**config.mk**
```make
export PLATFORM = sky130hd
export DESIGN_NAME = ipv_controller_flat
export DESIGN_NICKNAME = d
export VERILOG_FILES = /design/src/ipv_pkg.sv /design/src/ipv_link_if.sv /design/src/ipv_controller.sv /design/src/flat_wrapper.sv
export SDC_FILE = /design/constraint.sdc
export NUM_CORES = 1
export LEC_CHECK = 0
export ABC_AREA = 1
export ABC_CLOCK_PERIOD_IN_PS = 1800
export BUFFER_PORTS_ARGS = -buffer_cell sky130_fd_sc_hd__buf_2
export CORE_MARGIN = 2
export CORE_UTILIZATION = 45
export DETAILED_ROUTE_END_ITERATION = 10
export GPL_TIMING_DRIVEN = 0
export PLACE_DENSITY = 0.68
export REMOVE_ABC_BUFFERS = 1
export SYNTH_ARGS = -nofsm -noshare
export SYNTH_HDL_FRONTEND = slang
export SYNTH_SLANG_ARGS = --single-unit
```
**constraint.sdc**
```tcl
create_clock -name clk_i -period 1.8 [get_ports clk_i]
set_input_delay 0.36 -clock clk_i [delete_from_list [all_inputs] [get_ports clk_i]]
set_output_delay 0.36 -clock clk_i [all_outputs]
set_load 0.005 [all_outputs]
```
**src/ipv_pkg.sv**
```systemverilog
/*
 Constants, register map and helper functions of the prioritising interrupt
 controller and of the core end that acknowledges it.
 Assumes a single 50 MHz processor clock shared by both ends.
*/
package ipv_pkg;
   // Bus and field widths.
   localparam int ADDR_W  = 8;
   localparam int DATA_W  = 16;
   localparam int PAGE_W  = 4;
   localparam int LEVELS  = 14;
   localparam int LEVEL_W = 5;
   localparam int BASE_W  = 6;
   localparam int PIN_W   = 5;

   ////////////////////////////////////////////////////////////////////////////
   // Register offsets on the device bus.
   localparam logic [7:0] ADDR_LEVEL_MASK     = 8'h08;
   localparam logic [7:0] ADDR_TABLE_BASE     = 8'h09;
   localparam logic [7:0] ADDR_CORE_CONFIG    = 8'h0a;
   localparam logic [7:0] ADDR_CURRENT_VECTOR = 8'h0b;
   localparam logic [7:0] ADDR_SWI_SET        = 8'h0c;
   localparam logic [7:0] ADDR_SWI_CLEAR      = 8'h0d;

   // Field positions.
   localparam int CFG_SET_DISABLE_BIT = 4;
   localparam int CFG_DIS_STATUS_BIT  = 14;
   localparam int CFG_REQUEST_BIT     = 15;
   localparam int BASE_LSB            = 10;
   localparam int VEC_LEVEL_LSB       = 5;

   // Reset values and fixed masks.
   localparam logic [15:0] MASK_RST     = 16'h0000;
   localparam logic [15:0] MASK_VALID   = 16'h3ffe;
   localparam logic [5:0]  BASE_RST     = 6'h00;
   localparam logic        DISABLE_RST  = 1'b1;
   localparam logic [13:0] EDGE_LEVELS  = 14'h0381;
   localparam logic [4:0]  LEVEL_TOP    = 5'h0f;
   localparam logic [4:0]  LEVEL_NONE   = 5'h10;

   // Priorities of the sources; index equals priority.
   localparam int PRIO_NMI = 0;
   localparam int PRIO_T0  = 7;
   localparam int PRIO_SWI = 13;

   ////////////////////////////////////////////////////////////////////////////
   // Picks the highest priority (lowest index) pending level: {valid, prio}.
   function automatic logic [4:0] ipv_pick(input logic [13:0] pend);
      logic [4:0] res;
      res = 5'h00;
      for (int i = LEVELS - 1; i >= 0; i--)
      begin
         if (pend[i])
         begin
            res = {1'b1, 4'(i)};
         end
      end
      return res;
   endfunction : ipv_pick

   // Builds the vector from the table base and the picked level.
   function automatic logic [15:0] ipv_vector(input logic [5:0] base,
                                              input logic [4:0] pick);
      logic [4:0] lvl;
      lvl = pick[4] ? 5'(LEVEL_TOP - {1'b0, pick[3:0]}) : LEVEL_NONE;
      return {base, lvl, 5'h00};
   endfunction : ipv_vector
endpackage : ipv_pkg

```
**src/ipv_link_if.sv**
```systemverilog
/*
 Link between the interrupt controller and the processor core end.
 Assumes both ends run on the same clock; no clocking block.
*/
`timescale 1ns/10ps
`default_nettype none
interface ipv_link_if;
   logic        sample;
   logic        ack;
   logic        reenable;
   logic [7:0]  bus_addr;
   logic [15:0] bus_wdata;
   logic        bus_wr;
   logic        bus_rd;
   logic [15:0] bus_rdata;
   logic        irq_req;
   logic [15:0] vector;

   // Controller end.
   modport dev (input sample, ack, reenable, bus_addr, bus_wdata, bus_wr, bus_rd,
                output bus_rdata, irq_req, vector);
   // Core end.
   modport core (output sample, ack, reenable, bus_addr, bus_wdata, bus_wr, bus_rd,
                 input bus_rdata, irq_req, vector);
endinterface : ipv_link_if
`default_nettype wire

```
**src/ipv_controller.sv**
```systemverilog
/*
 Prioritising interrupt controller: synchronises pins, latches edge sources,
 samples per instruction, masks, arbitrates, builds the vector, and holds the
 mask, table base, configuration and fatal stack flags.
 Assumes the core end drives sample, ack and reenable as one-cycle pulses.
*/
// The address-and-strobe port was chosen for this implementation.
`timescale 1ns/10ps
`default_nettype none
module ipv_controller
   import ipv_pkg::*;
(
   input  wire logic              clk_i,
   input  wire logic              rst_n_i,
   ipv_link_if.dev                link,
   input  wire logic              nmi_i,
   input  wire logic [PIN_W-1:0]  ext_pins_i,
   input  wire logic [3:0]        stack_err_i,
   input  wire logic [2:0]        timer_i,
   input  wire logic              fatal_param_i,
   input  wire logic              fatal_ret_i,
   input  wire logic              sp_write_i,
   output logic                   int_disabled_o,
   output logic [1:0]             fatal_flags_o
);

   typedef struct packed {
      logic [PIN_W-1:0] pin_s1;
      logic [PIN_W-1:0] pin_s2;
      logic [PIN_W-1:0] pin_s3;
      logic [PIN_W-1:0] pin_f;
      logic             nmi_s1;
      logic             nmi_s2;
      logic             nmi_s3;
      logic             nmi_f;
      logic [2:0]       tmr_prev;
      logic [13:0]      edge_pend;
      logic [13:0]      sample;
      logic [1:0]       swi_pipe;
      logic             software_request;
      logic [15:0]      mask;
      logic [5:0]       base;
      logic [1:0]       fatal;
      logic             disable_irq;
      logic             req;
      logic [15:0]      vector;
      logic [15:0]      rdata;
   } ipv_dev_state_t;

   ipv_dev_state_t state_reg;
   ipv_dev_state_t state_next;

   // Pending levels after the mask; level 0 has no mask bit and always passes.
   function automatic logic [13:0] ipv_unmasked(input logic [13:0] pend,
                                                input logic [15:0] mask);
      return pend & ~{mask[13:1], 1'b0};
   endfunction : ipv_unmasked

   ////////////////////////////////////////////////////////////////////////////
   // Next-state logic.
   always_comb
   begin
      logic [13:0] set_edge;
      logic [13:0] levels;
      logic [13:0] pend_now;
      logic [13:0] pend_next;
      logic [13:0] clr;
      logic [4:0]  pick_now;
      logic [4:0]  pick_next;
      logic        nmi_rise;
      logic [2:0]  tmr_rise;
      set_edge  = 14'h0000;
      levels    = 14'h0000;
      pend_now  = 14'h0000;
      pend_next = 14'h0000;
      clr       = 14'h0000;
      pick_now  = 5'h00;
      pick_next = 5'h00;
      nmi_rise  = 1'b0;
      tmr_rise  = 3'h0;
      state_next = state_reg;

      // Three-stage pin synchronisers; a change counts when stages 2 and 3 agree.
      state_next.pin_s1 = ext_pins_i;
      state_next.pin_s2 = state_reg.pin_s1;
      state_next.pin_s3 = state_reg.pin_s2;
      for (int i = 0; i < PIN_W; i++)
      begin
         if (state_reg.pin_s2[i] == state_reg.pin_s3[i])
         begin
            state_next.pin_f[i] = state_reg.pin_s2[i];
         end
      end
      state_next.nmi_s1 = nmi_i;
      state_next.nmi_s2 = state_reg.nmi_s1;
      state_next.nmi_s3 = state_reg.nmi_s2;
      if (state_reg.nmi_s2 == state_reg.nmi_s3)
      begin
         state_next.nmi_f = state_reg.nmi_s2;
      end
      nmi_rise = state_reg.nmi_s2 & state_reg.nmi_s3 & ~state_reg.nmi_f;

      // Timer edges come from logic on this clock and need no synchroniser.
      tmr_rise = timer_i & ~state_reg.tmr_prev;
      state_next.tmr_prev = timer_i;
      set_edge = {4'h0, tmr_rise, 6'h00, nmi_rise};

      // Acknowledge clears the winner only if it is an edge source.
      pend_now = ipv_unmasked(state_reg.sample, state_reg.mask);
      pick_now = ipv_pick(pend_now);
      if (link.ack && pick_now[4])
      begin
         clr = EDGE_LEVELS & (14'h0001 << pick_now[3:0]);
      end
      // A new edge wins over the clear of the same cycle.
      state_next.edge_pend = ((state_reg.edge_pend & ~clr) | set_edge) & EDGE_LEVELS;

      // Level sources in priority order.
      levels = {state_reg.swi_pipe[1], state_reg.pin_f[4:2], 3'h0,
                state_reg.pin_f[1], stack_err_i, state_reg.pin_f[0], 1'b0};

      // One sample per instruction; the core withholds it while streaming.
      if (link.sample)
      begin
         state_next.sample   = levels | (state_reg.edge_pend & ~clr);
         state_next.swi_pipe = {state_reg.swi_pipe[0], state_reg.software_request};
      end
      else
      begin
         state_next.sample = state_reg.sample & ~clr;
      end

      // Register writes.
      if (link.bus_wr)
      begin
         unique case (link.bus_addr)
            ADDR_LEVEL_MASK: state_next.mask = link.bus_wdata & MASK_VALID;
            ADDR_TABLE_BASE: state_next.base = link.bus_wdata[15:BASE_LSB];
            ADDR_CORE_CONFIG:
               state_next.disable_irq = link.bus_wdata[CFG_SET_DISABLE_BIT];
            ADDR_SWI_SET:    state_next.software_request = 1'b1;
            ADDR_SWI_CLEAR:  state_next.software_request = 1'b0;
            default:         state_next.software_request = state_reg.software_request;
         endcase
      end

      // Return re-enables; acknowledge disables and wins over both.
      if (link.reenable)
      begin
         state_next.disable_irq = 1'b0;
      end
      if (link.ack)
      begin
         state_next.disable_irq = 1'b1;
      end

      // Fatal flags: a new error wins over a stack pointer write.
      state_next.fatal = (sp_write_i ? 2'h0 : state_reg.fatal)
                       | {fatal_ret_i, fatal_param_i};

      // Arbitration on the next state keeps vector and request aligned.
      pend_next = ipv_unmasked(state_next.sample, state_next.mask);
      pick_next = ipv_pick(pend_next);
      state_next.vector = ipv_vector(state_next.base, pick_next);
      state_next.req = pend_next[PRIO_NMI]
                     | ((|pend_next[13:1]) & ~state_next.disable_irq);

      // Read data stands in the cycle after the read strobe only.
      state_next.rdata = 16'h0000;
      if (link.bus_rd)
      begin
         unique case (link.bus_addr)
            ADDR_LEVEL_MASK:     state_next.rdata = state_reg.mask;
            ADDR_TABLE_BASE:
               state_next.rdata = {state_reg.base, 9'h000, |state_reg.fatal};
            ADDR_CORE_CONFIG:
               state_next.rdata = {state_reg.req, state_reg.disable_irq, 14'h0000};
            ADDR_CURRENT_VECTOR: state_next.rdata = state_reg.vector;
            default:             state_next.rdata = 16'h0000;
         endcase
      end
   end

   ////////////////////////////////////////////////////////////////////////////
   // State register with synchronous reset.
   always_ff @(posedge clk_i)
   begin
      if (!rst_n_i)
      begin
         state_reg             <= '0;
         state_reg.mask        <= MASK_RST;
         state_reg.base        <= BASE_RST;
         state_reg.disable_irq <= DISABLE_RST;
         state_reg.vector      <= {BASE_RST, LEVEL_NONE, 5'h00};
      end
      else
      begin
         state_reg <= state_next;
      end
   end

   ////////////////////////////////////////////////////////////////////////////
   // Outputs straight from the state register.
   assign link.irq_req    = state_reg.req;
   assign link.vector     = state_reg.vector;
   assign link.bus_rdata  = state_reg.rdata;
   assign int_disabled_o  = state_reg.disable_irq;
   assign fatal_flags_o   = state_reg.fatal;

endmodule : ipv_controller
`default_nettype wire

```
**src/flat_wrapper.sv**
```systemverilog
// flat-port wrapper written by rule: the top's interface ports become plain ports
module ipv_controller_flat import ipv_pkg::*;
  (clk_i, rst_n_i, nmi_i, ext_pins_i, stack_err_i, timer_i, fatal_param_i, fatal_ret_i, sp_write_i, int_disabled_o, fatal_flags_o, link_sample, link_ack, link_reenable, link_bus_addr, link_bus_wdata, link_bus_wr, link_bus_rd, link_bus_rdata, link_irq_req, link_vector);
  ipv_link_if link_i ();
  input  wire logic clk_i;
  input  wire logic rst_n_i;
  input  wire logic nmi_i;
  input  wire logic [PIN_W-1:0] ext_pins_i;
  input  wire logic [3:0] stack_err_i;
  input  wire logic [2:0] timer_i;
  input  wire logic fatal_param_i;
  input  wire logic fatal_ret_i;
  input  wire logic sp_write_i;
  output logic int_disabled_o;
  output logic [1:0] fatal_flags_o;
  input wire logic [$bits(link_i.sample)-1:0] link_sample;
  input wire logic [$bits(link_i.ack)-1:0] link_ack;
  input wire logic [$bits(link_i.reenable)-1:0] link_reenable;
  input wire logic [$bits(link_i.bus_addr)-1:0] link_bus_addr;
  input wire logic [$bits(link_i.bus_wdata)-1:0] link_bus_wdata;
  input wire logic [$bits(link_i.bus_wr)-1:0] link_bus_wr;
  input wire logic [$bits(link_i.bus_rd)-1:0] link_bus_rd;
  output wire logic [$bits(link_i.bus_rdata)-1:0] link_bus_rdata;
  output wire logic [$bits(link_i.irq_req)-1:0] link_irq_req;
  output wire logic [$bits(link_i.vector)-1:0] link_vector;
  assign link_i.sample = link_sample;
  assign link_i.ack = link_ack;
  assign link_i.reenable = link_reenable;
  assign link_i.bus_addr = link_bus_addr;
  assign link_i.bus_wdata = link_bus_wdata;
  assign link_i.bus_wr = link_bus_wr;
  assign link_i.bus_rd = link_bus_rd;
  assign link_bus_rdata = link_i.bus_rdata;
  assign link_irq_req = link_i.irq_req;
  assign link_vector = link_i.vector;
  ipv_controller u_core (.clk_i(clk_i), .rst_n_i(rst_n_i), .link(link_i), .nmi_i(nmi_i), .ext_pins_i(ext_pins_i), .stack_err_i(stack_err_i), .timer_i(timer_i), .fatal_param_i(fatal_param_i), .fatal_ret_i(fatal_ret_i), .sp_write_i(sp_write_i), .int_disabled_o(int_disabled_o), .fatal_flags_o(fatal_flags_o));
endmodule
```
==> results.toml <==
[route]
firstDrtPassIters = 4
vias = 3347
wl_per_cell_um = 12.4
drc = 0
via_per_inst = 4.58
drt-initial-drc-count = 204
wirelength_mm = 9.05
ant_nets = 0

[timing]
drv_slew = 0
final.setup_skew_ns = 0.00934
max_freq_ghz = 0.457
hold_viol = 0
worst_pin_slew_ns = 0.699
period_minus_slack_ns = 2.19
fin_ws_ns = -0.386
slew_headroom_pct = 53.2
setup_viol = 8
rsz0062_at_grt = "true"
post-route-period-util_pct = 121

[global_routing]
grt_util_met2_pct = 31.4
grt_pass1_wl_mm = 14.5
grtUsageTotal_pct = 18.8
grt_max_degree = 43
use_met1_pct = 24.4
grt.met3_usage_pct = 4.22
grt_pass1_vias = 3190
grt_remaining_overflow = 0
grt_antenna_before_repair = 0
grt-busiest-layer = "met2"

[finish]
drive_above_1_share_pct = 30.7
nFillCells = 846
antenna_cells = 0
fin_cells = 730
syn_to_final_growth_pct = 18.2
nNetsFinal = 665
seq_area_um2 = 1860
largest_register_ffs = 49
multi_input_area_um2 = 1620

[worst_hold_path]
hold_class = "in2reg"
min_from = "ext_pins_i[1]"

[run]
drv_cap = 0

[critical_path]
cp_data_arrival_time_ns = 2.46
critPathKind = "reg2reg"
reg2reg_from = "u_core.state_reg[47]"
crit_path_start_kind = "flip-flop"
cp_max_fo = 4
end_kind = "flip-flop"
startpoint = "u_core.state_reg[47]"
crit_required_ns = 2.07

[synth]
synth_top_family_by_area = "simple AND/OR/NAND/NOR gates"
yosys.area_share.simple_pct = 27.7
ys_types = 31
seq_area_frac_synth_pct = 46.4
ys_ff_latch = 92
yosys_warnings = 0
netlist_area_um2 = 3970
synth-compound-area-share_pct = 10.3
synth_area_per_cell_um2 = 7.26
netlist_instances = 547
synth_mux_area_share_pct = 0
synth_adder_area_share_pct = 0.315
yosys.area_share.xor_xnor_pct = 0

[outcome]
violations = "negative setup slack"
status = "finished with violations"

[floorplan]
die_x_um = 98.0
io_pins = 83
rows = 34
dieArea_um2 = 9600
core-area_um2 = 8640
die_y_um = 98.0
initial_utilization_pct = 46.0

[placed_design]
portBuffers = 76
dpl.cell_count = 688
dp_hpwl_mm = 6.10
gp_congestion = 0.844

[clocking]
clock-sinks = 92
root_buffer = "clkbuf_8"
cts_hold_buf = 0
clk_latency_ns = 0.36
clockBufferDepth = 2
cts_buffers = 9
cts_tree = "yes"
htree_levels = 3
cts.clk_slew.worst_paths_ns = 0.09

[pwr]
power_mw = 4.02
power_density_nw_per_um2 = 857
peakVddDrop_uv = 358
p_leak_nw = 2.39
==> cell usage after synthesis (all sizes together) <==
library cell,number,area share [%]
nand2,151,15
conb,1,0.094
o211ai,1,0.19
clkbuf,10,0.94
ha,1,0.31
dfxtp,92,46
a21oi,31,4.0
or3,1,0.16
or2,9,1.4
a31oi,1,0.16
buf,37,7.0
nand3b,1,0.50
inv,78,7.4
nand4,1,0.31
o21ai,44,5.5
nor2,63,6.6
nor3,12,1.8
nand3,11,1.9
a211oi,2,0.38
==> layer usage <==
| metal | part of all wire, % | vias to the layer above |
|---|---|---|
| met1 | 46 | 1476 |
| li1 | - | 1771 |
| met3 | 5.5 | 11 |
| met4 | 1.1 | 0 |
| met2 | 47 | 89 |
| met5 | 0 | - |
==> stage by stage <==
stage	hold slack, ns	worst slack [ns]	instance area (um^2)	setup TNS (ns)	utilization, %
2_1_floorplan	0.390	-0.255	3670	-1.16	-
3_3_place_gp	0.395	-0.671	4190	-16.15	48.5
3_5_place_dp	0.398	-0.708	4190	-18.00	48.5
4_1_cts	0.178	-0.287	4550	-1.69	52.7
5_1_grt	0.175	-0.582	4690	-3.99	54.4
6_report	0.184	-0.386	4690	-2.51	54.4
==> logic make-up after synthesis <==
| family | count (synthesis) |
|---|---|
| buf+inv | 125 |
| flops | 92 |
| fa+ha+maj | 1 |
| simple gates | 249 |
| other cells | 1 |
| compound gates | 79 |
==> cells in the final DEF, fill, tap and decap left out, types with 11 or more instances in the layout <==
master and count:
nand2_1 131, dfxtp_1 83, buf_2 75, inv_1 65, nor2_1 54, o21ai_0 33
a21oi_1 29, buf_4 23, nand2_2 19, inv_2 12, clkbuf_8 11
==> final cells by class <==
type | count | share of cell area (%)
flip-flops and latches | 92 | 39.5
multi-input cells | 334 | 34.5
repair buffers | 101 | 12.4
inverters | 78 | 6.32
clock buffers | 11 | 3.22
well taps | 108 | 2.88
clock inverters | 5 | 1.07
repair inverters | 1 | 0.107
==> critical path, cell delays in order (launching register included) <==
cell	delay, ns
dfxtp_2	0.33
inv_2	0.05
nand2_1	0.09
nand2_2	0.11
nor2_2	0.05
buf_4	0.13
nand2_1	0.06
nand2_1	0.08
nor3_2	0.28
nand3_4	0.13
nand3_4	0.08
nand2_2	0.09
nor2_4	0.10
nand2_2	0.07
nor2_4	0.14
nand2_2	0.08
nand2_4	0.09
inv_2	0.04
nand2_2	0.06
inv_2	0.03
==> timing repair <==
action,in CTS,in global routing
endpoints found under the setup margin,12,19
buffers inserted,14,11
resized for setup,20,24
gates cloned,1,0
pin swaps,9,12
==> report_power, final <==
group	leakage (nW)	switching [mW]	internal (mW)	total [mW]
Clock	0.109	0.705	0.709	1.41
Sequential	0.756	0.0289	2.10	2.13
Combinational	1.53	0.293	0.190	0.482
Total	2.39	1.03	3.00	4.02
==> worst paths after layout <==
kind	endpoint	slack, ns	cells after the start
hold / removal	u_core.state_next[107]	0.18	3
hold reg to reg	u_core.state_reg[84]	0.41	1
setup reg to reg	u_core.link.vector[6]	-0.39	19
setup / recovery	u_core.link.vector[6]	-0.39	19
(Power assumes the default switching activity.)
